`src/cbb_params.svh`:
```
// constants for the compare and compare-bump-branch execution block
`ifndef CBB_PARAMS_SVH
`define CBB_PARAMS_SVH
// ==================================================================
// opcodes
`define CBB_OP_CMP_RR 8'ha2
`define CBB_OP_CMP_RI 8'ha3
`define CBB_OP_CMP_GG 8'ha4
`define CBB_OP_CMP_GI 8'ha5
`define CBB_OP_CMP_IM 8'ha6
`define CBB_OP_CBB 8'hc2
// ==================================================================
// byte lengths
`define CBB_LEN_2 2'h2
`define CBB_LEN_3 2'h3
// ==================================================================
// cycle counts
`define CBB_CYC_4 5'h04
`define CBB_CYC_6 5'h06
`define CBB_CYC_TAKEN 5'h12
`define CBB_CYC_NOT_TAKEN 5'h10
// ==================================================================
// flag positions in the flag byte
`define CBB_FLAG_C 7
`define CBB_FLAG_Z 6
`define CBB_FLAG_S 5
`define CBB_FLAG_V 4
`endif

```
`src/cbb_pkg.sv`:
```
// types for the compare and compare-bump-branch execution block
package cbb_pkg;
    // ==============================================================
    // source addressing modes
    typedef enum logic [2:0] {
        CBB_SRC_NONE = 3'h0,
        CBB_SRC_REG = 3'h1,
        CBB_SRC_IND = 3'h2,
        CBB_SRC_IMM = 3'h3
    } cbb_src_mode_t;
    // sequencer states, one-hot
    typedef enum logic [2:0] {
        CBB_IDLE = 3'b001,
        CBB_BUSY = 3'b010,
        CBB_DONE = 3'b100
    } cbb_state_t;
endpackage

```
`src/cbb_alu.sv`:
```
// subtract unit producing difference and compare flags
`timescale 1ns/1ps
`default_nettype none
module cbb_alu #(
    parameter int WIDTH = 8
) (
    input wire logic [WIDTH-1:0] minuend,
    input wire logic [WIDTH-1:0] subtrahend,
    output logic [WIDTH-1:0] diff,
    output logic borrow,
    output logic zero,
    output logic negative,
    output logic overflow
);
    // ==============================================================
    // elaboration check
    if (WIDTH < 2) begin : g_bad
        $error("cbb_alu: WIDTH must be at least 2");
    end
    // ==============================================================
    // subtraction with an extra bit to catch the borrow
    logic [WIDTH:0] wide;
    always_comb begin
        wide = {1'b0, minuend} - {1'b0, subtrahend};
        diff = wide[WIDTH-1:0];
        borrow = wide[WIDTH];
        zero = (diff == '0);
        negative = diff[WIDTH-1];
        // signed overflow: operand signs differ and result sign flips
        overflow = (minuend[WIDTH-1] != subtrahend[WIDTH-1]) &&
                   (diff[WIDTH-1] != minuend[WIDTH-1]);
    end
endmodule
`default_nettype wire

```
`src/cbb_exec.sv`:
```
// execution sequencer for compare and compare-bump-branch-on-equal
`timescale 1ns/1ps
`default_nettype none
`include "cbb_params.svh"
module cbb_exec #(
    parameter int PC_WIDTH = 16
) (
    input wire logic clk,
    input wire logic rst_n,
    input wire logic start, // one-cycle pulse from decoder
    input wire logic [7:0] opcode,
    input wire logic [7:0] dst_value, // destination operand
    input wire logic [7:0] src_value, // fetched source operand
    input wire logic [7:0] src_pointer, // current indirect pointer
    input wire logic [7:0] relative_branch_offset,
    input wire logic [PC_WIDTH-1:0] program_counter, // next-instr pc
    input wire logic [7:0] flags_in,
    output logic busy,
    output logic done, // one-cycle pulse at the end
    output logic illegal, // pulse: opcode not handled here
    output logic [1:0] byte_len,
    output logic [4:0] cycle_count,
    output cbb_pkg::cbb_src_mode_t src_mode,
    output logic flags_we,
    output logic [7:0] flags_out,
    output logic pointer_we,
    output logic [7:0] indirect_source_pointer,
    output logic pc_we,
    output logic [PC_WIDTH-1:0] pc_out
);
    import cbb_pkg::*;
    // ==============================================================
    // elaboration check
    if (PC_WIDTH < 8) begin : g_bad
        $error("cbb_exec: PC_WIDTH must be at least 8");
    end
    // ==============================================================
    // decode helpers
    // true for every flag-compare variant
    function automatic logic is_cmp(input logic [7:0] op);
        is_cmp = (op == `CBB_OP_CMP_RR) || (op == `CBB_OP_CMP_RI) ||
                 (op == `CBB_OP_CMP_GG) || (op == `CBB_OP_CMP_GI) ||
                 (op == `CBB_OP_CMP_IM);
    endfunction
    // length in bytes per variant
    function automatic logic [1:0] len_of(input logic [7:0] op);
        len_of = (op == `CBB_OP_CMP_RR || op == `CBB_OP_CMP_RI) ?
                 `CBB_LEN_2 : `CBB_LEN_3;
    endfunction
    // ==============================================================
    // subtract unit shared by both instructions
    logic [7:0] diff;
    logic borrow;
    logic zero;
    logic negative;
    logic overflow;
    cbb_alu #(.WIDTH(8)) u_alu (
        .minuend(dst_value),
        .subtrahend(src_value),
        .diff(diff),
        .borrow(borrow),
        .zero(zero),
        .negative(negative),
        .overflow(overflow)
    );
    // ==============================================================
    // state
    cbb_state_t state_q, state_d;
    logic [4:0] cnt_q, cnt_d; // cycles left in the instruction
    logic op_cbb_q, op_cbb_d; // latched: bump-branch in flight
    logic taken_q, taken_d; // latched compare outcome
    logic [7:0] flags_hold_q, flags_hold_d; // computed flag byte
    logic [PC_WIDTH-1:0] target_q, target_d; // branch target
    logic [7:0] ptr_next_q, ptr_next_d; // bumped pointer
    // registered outputs
    logic busy_q, busy_d;
    logic done_q, done_d;
    logic illegal_q, illegal_d;
    logic [1:0] len_q, len_d;
    logic [4:0] cyc_q, cyc_d;
    cbb_src_mode_t mode_q, mode_d;
    logic flags_we_q, flags_we_d;
    logic [7:0] flags_out_q, flags_out_d;
    logic ptr_we_q, ptr_we_d;
    logic [7:0] ptr_q, ptr_d;
    logic pc_we_q, pc_we_d;
    logic [PC_WIDTH-1:0] pc_q, pc_d;
    // sign-extended offset
    logic [PC_WIDTH-1:0] offset_ext;
    assign offset_ext = {{(PC_WIDTH-8){relative_branch_offset[7]}},
                         relative_branch_offset};
    // ==============================================================
    // next-state logic
    always_comb begin
        state_d = state_q;
        cnt_d = cnt_q;
        op_cbb_d = op_cbb_q;
        taken_d = taken_q;
        flags_hold_d = flags_hold_q;
        target_d = target_q;
        ptr_next_d = ptr_next_q;
        busy_d = busy_q;
        done_d = 1'b0;
        illegal_d = 1'b0;
        len_d = len_q;
        cyc_d = cyc_q;
        mode_d = mode_q;
        flags_we_d = 1'b0;
        flags_out_d = flags_out_q;
        ptr_we_d = 1'b0;
        ptr_d = ptr_q;
        pc_we_d = 1'b0;
        pc_d = pc_q;
        case (state_q)
            CBB_IDLE: begin
                if (start && is_cmp(opcode)) begin
                    // flags from the difference, operands untouched
                    op_cbb_d = 1'b0;
                    flags_hold_d = flags_in;
                    flags_hold_d[`CBB_FLAG_C] = borrow;
                    flags_hold_d[`CBB_FLAG_Z] = zero;
                    flags_hold_d[`CBB_FLAG_S] = negative;
                    flags_hold_d[`CBB_FLAG_V] = overflow;
                    len_d = len_of(opcode);
                    cyc_d = (opcode == `CBB_OP_CMP_RR) ?
                            `CBB_CYC_4 : `CBB_CYC_6;
                    case (opcode)
                        `CBB_OP_CMP_RI: mode_d = CBB_SRC_IND;
                        `CBB_OP_CMP_GI: mode_d = CBB_SRC_IND;
                        `CBB_OP_CMP_IM: mode_d = CBB_SRC_IMM;
                        default: mode_d = CBB_SRC_REG;
                    endcase
                    cnt_d = cyc_d - 5'h01;
                    busy_d = 1'b1;
                    state_d = CBB_BUSY;
                end else if (start && opcode == `CBB_OP_CBB) begin
                    op_cbb_d = 1'b1;
                    taken_d = zero;
                    target_d = program_counter + offset_ext;
                    ptr_next_d = src_pointer + 8'h01;
                    len_d = `CBB_LEN_3;
                    mode_d = CBB_SRC_IND;
                    cyc_d = zero ? `CBB_CYC_TAKEN :
                            `CBB_CYC_NOT_TAKEN;
                    cnt_d = cyc_d - 5'h01;
                    busy_d = 1'b1;
                    state_d = CBB_BUSY;
                end else if (start) begin
                    // not one of ours: flag it and stay idle
                    illegal_d = 1'b1;
                end
            end
            CBB_BUSY: begin
                // count out the documented cycle budget
                if (cnt_q == 5'h01) begin
                    state_d = CBB_DONE;
                    if (op_cbb_q) begin
                        // pointer lands before the next instruction
                        ptr_we_d = 1'b1;
                        ptr_d = ptr_next_q;
                        pc_we_d = taken_q;
                        pc_d = taken_q ? target_q : pc_q;
                        flags_we_d = 1'b0;
                    end else begin
                        // only the flag byte is written
                        flags_we_d = 1'b1;
                        flags_out_d = flags_hold_q;
                    end
                end
                cnt_d = cnt_q - 5'h01;
            end
            CBB_DONE: begin
                // final cycle: the writes above are now visible
                done_d = 1'b1;
                busy_d = 1'b0;
                cnt_d = 5'h00;
                state_d = CBB_IDLE;
            end
            default: begin
                state_d = CBB_IDLE;
                busy_d = 1'b0;
            end
        endcase
    end
    // ==============================================================
    // registers
    always_ff @(posedge clk) begin
        if (!rst_n) begin
            state_q <= CBB_IDLE;
            cnt_q <= 5'h00;
            op_cbb_q <= 1'b0;
            taken_q <= 1'b0;
            flags_hold_q <= 8'h00;
            target_q <= '0;
            ptr_next_q <= 8'h00;
            busy_q <= 1'b0;
            done_q <= 1'b0;
            illegal_q <= 1'b0;
            len_q <= 2'h0;
            cyc_q <= 5'h00;
            mode_q <= CBB_SRC_NONE;
            flags_we_q <= 1'b0;
            flags_out_q <= 8'h00;
            ptr_we_q <= 1'b0;
            ptr_q <= 8'h00;
            pc_we_q <= 1'b0;
            pc_q <= '0;
        end else begin
            state_q <= state_d;
            cnt_q <= cnt_d;
            op_cbb_q <= op_cbb_d;
            taken_q <= taken_d;
            flags_hold_q <= flags_hold_d;
            target_q <= target_d;
            ptr_next_q <= ptr_next_d;
            busy_q <= busy_d;
            done_q <= done_d;
            illegal_q <= illegal_d;
            len_q <= len_d;
            cyc_q <= cyc_d;
            mode_q <= mode_d;
            flags_we_q <= flags_we_d;
            flags_out_q <= flags_out_d;
            ptr_we_q <= ptr_we_d;
            ptr_q <= ptr_d;
            pc_we_q <= pc_we_d;
            pc_q <= pc_d;
        end
    end
    // ==============================================================
    // outputs straight from flops
    assign busy = busy_q;
    assign done = done_q;
    assign illegal = illegal_q;
    assign byte_len = len_q;
    assign cycle_count = cyc_q;
    assign src_mode = mode_q;
    assign flags_we = flags_we_q;
    assign flags_out = flags_out_q;
    assign pointer_we = ptr_we_q;
    assign indirect_source_pointer = ptr_q;
    assign pc_we = pc_we_q;
    assign pc_out = pc_q;
endmodule
`default_nettype wire

```
`config.mk`:
```
export PLATFORM = sky130hd
export DESIGN_NAME = cbb_exec
export DESIGN_NICKNAME = d
export VERILOG_FILES = /design/src/cbb_pkg.sv /design/src/cbb_alu.sv /design/src/cbb_exec.sv
export VERILOG_INCLUDE_DIRS = /design/src /design/src/src
export SDC_FILE = /design/constraint.sdc
export NUM_CORES = 1
export LEC_CHECK = 0
export BUFFER_PORTS_ARGS = -buffer_cell sky130_fd_sc_hd__buf_2
export CAP_MARGIN = 20
export CELL_PAD_IN_SITES_DETAIL_PLACEMENT = 0
export CELL_PAD_IN_SITES_GLOBAL_PLACEMENT = 1
export CORE_MARGIN = 10
export CORE_UTILIZATION = 40
export CTS_BUF_LIST = sky130_fd_sc_hd__clkbuf_8
export CTS_CLUSTER_SIZE = 28
export DETAILED_ROUTE_END_ITERATION = 12
export PLACE_DENSITY = 0.94
export SYNTH_ARGS = -nofsm -noshare
export SYNTH_HDL_FRONTEND = slang
export SYNTH_HIERARCHICAL = 1
export SYNTH_SLANG_ARGS = --single-unit
```
`constraint.sdc`:
```
create_clock -name clk -period 3.6 [get_ports clk]
set_input_delay 0.36 -clock clk [delete_from_list [all_inputs] [get_ports clk]]
set_output_delay 0.36 -clock clk [all_outputs]
set_load 0.005 [all_outputs]
```
==> flow_summary.json <==
{
  "start_util": 0.405,
  "grt_pass1_wl_mm": 20.2,
  "hold_end": "ptr_next_q[0]",
  "drt_iter0_markers": 286,
  "cp_max_fo": 4,
  "synth_warnings": 6,
  "crit_slowest_cell": "fa_1",
  "finalHoldViolCount": 0,
  "fin_worst_skew_ns": 0.00538,
  "r2r_start": "state_q[0]",
  "nets": 751,
  "grt_usage": 0.148,
  "cellLeakagePower_nw": 2.35,
  "pwr_density_cell_nw_per_um2": 359,
  "end_kind": "flip-flop",
  "io_buffers": 107,
  "wl_mm": 12.1,
  "instances_no_fill": 804,
  "worstHoldPathCells": 2,
  "syn_to_final_growth_pct": 19.1,
  "vdd_ir_drop_max_v": 0.000248,
  "fmax_ghz": 0.393,
  "post-place-cells": 788,
  "synth_area_sq_um": 4610,
  "ff2ff_path_depth": 6,
  "grt_pass1_vias": 4372,
  "tns_ns": 0,
  "pin_count": 115,
  "postCtsSetupBuffers": 0,
  "met3_usage": 0.0608,
  "syn_inst": 558,
  "num_vias": 4291,
  "grt_max_degree": 60,
  "cts_htree_levels": 3,
  "regToRegSetupSlack_ns": 1.08,
  "row_count": 39,
  "cts_tree": "built",
  "die_w_um": 127,
  "cap_viol_max_count": 0,
  "post-route-util": 0.483,
  "critPathRequiredTime_ns": 3.87,
  "core-area_sq_um": 11400,
  "finalPower_mw": 1.97,
  "max_stage_delay_ns": 0.49,
  "n_fill_cell": 1123,
  "grtUsageMet2": 0.249,
  "worstSkewPairLatency_ns": 0.37,
  "startpoint_type": "primary input",
  "finalCriticalPeriod_ns": 2.54,
  "arrival_ns": 2.81,
  "path_clk_slew_ns": 0.08,
  "gp_congestion": 0.875,
  "wire_per_inst_um": 15.0,
  "drive_above_1_share": 0.222,
  "globalRouteMet1Util": 0.169,
  "finalCritPeriodShare": 0.706,
  "drt_first_pass_iters": 4,
  "die_y_um": 127,
  "n_antenna_cell": 0,
  "routed_via_density": 5.34,
  "antenna_found_initial": 0,
  "synth.avg_cell_area_sq_um": 8.26,
  "slew_violations": 0,
  "place_hpwl_mm": 9.11,
  "path_cells": "buf_2, inv_1, ha_1, fa_1, inv_1, or3_1, a221o_1, nor4_2, inv_1, o211ai_1, a221oi_1, a31o_2",
  "path_class": "in2reg",
  "post-route-drc-count": 0,
  "rsz0062_at_grt": "no",
  "cts_resized": 0,
  "worstReg2RegEnd": "target_q[10]",
  "clock_path_buffers": 2,
  "setup_violations": 0,
  "clockRootBuffer": "clkbuf_8",
  "hold_class": "in2reg",
  "clkSinkCount": 86,
  "die_area_sq_um": 16200,
  "ant_nets": 0,
  "worstHoldStart": "src_pointer[0]",
  "relSlewSlack": 0.319,
  "gr-total-overflow": 0,
  "cpMostUsedCell": "inv_1",
  "status": "complete, no violations",
  "worst_pin_slew_ns": 1.02,
  "grt_busiest_layer": "met2",
  "cts_buffers": 9,
  "cts_hold_buf": 0
}
-- through the flow --
step	hold WS [ns]	worst slack, ns	cell area [sq um]
CTS	0.195	1.08	5490
global placement	0.438	0.714	5270
finish	0.204	1.06	5490
floorplan	0.431	0.989	4620
global route	0.199	0.900	5490
detailed placement	0.445	0.693	5270
-- flip-flops by register name, summed over array words and instances, names as in the netlist, 3 cells and up --
name	count
cnt_q	5
flags_hold_q	8
flags_out	8
indirect_source_pointer	8
pc_out	16
ptr_next_q	8
state_q	3
target_q	16
-- worst max-delay path: cells and delay by family --
family / cells / cell delay (ns)
AO/OA/AOI/OAI: 4 / 0.84
adder cells (fa/ha/maj): 2 / 0.73
AND/OR/NAND/NOR: 2 / 0.59
buffers and inverters: 4 / 0.29
-- where the power goes --
| group | leakage [nW] | switching (mW) | total, mW | internal (mW) |
|---|---|---|---|---|
| sequential | 0.693 | 0.00205 | 0.955 | 0.953 |
| combinational | 1.54 | 0.159 | 0.276 | 0.117 |
| clock | 0.119 | 0.337 | 0.739 | 0.402 |
-- cell type report --
type | instances | area [sq um] | area share
inverter | 25 | 93.8 | 0.0171
sequential | 86 | 1720 | 0.314
timing repair buffer | 116 | 603 | 0.110
clock inverter | 6 | 77.6 | 0.0141
tap | 143 | 179 | 0.0326
clock buffer | 10 | 138 | 0.0251
multi-input combinational | 418 | 2680 | 0.488
-- layout by cell type, fill, tap and decap left out, drive strengths merged, types with 6 or more instances in the layout --
cell type  instances
xnor2             10
buf              116
ha                26
nand2             72
a211oi             8
mux2i             17
xor2               9
o21ai             11
nor4               7
a21oi             53
clkbuf            10
nor3              13
nor2              56
nor2b              6
nand3             25
dfxtp             86
o21a               9
o31ai              8
inv               27
-- routing by layer --
metal | routed length, um | vias to the layer above
li1 | - | 2184
met1 | 5090 | 1967
met2 | 5860 | 130
met3 | 997 | 10
met4 | 134 | 0
met5 | 0 | -
-- how the worst max path moves through the flow --
stage | startpoint | end | slack, ns | cells after the start
3_3_place_gp | dst_value[0] | cnt_q[2] | 0.71 | 12
2_1_floorplan | dst_value[0] | cnt_q[2] | 0.99 | 11
5_1_grt | dst_value[0] | cnt_q[2] | 0.90 | 13
3_5_place_dp | dst_value[0] | cnt_q[2] | 0.69 | 12
4_1_cts | state_q[0] | target_q[13] | 1.08 | 6
6_report | dst_value[0] | cnt_q[2] | 1.06 | 12
Power figures use the tool's default switching activity.
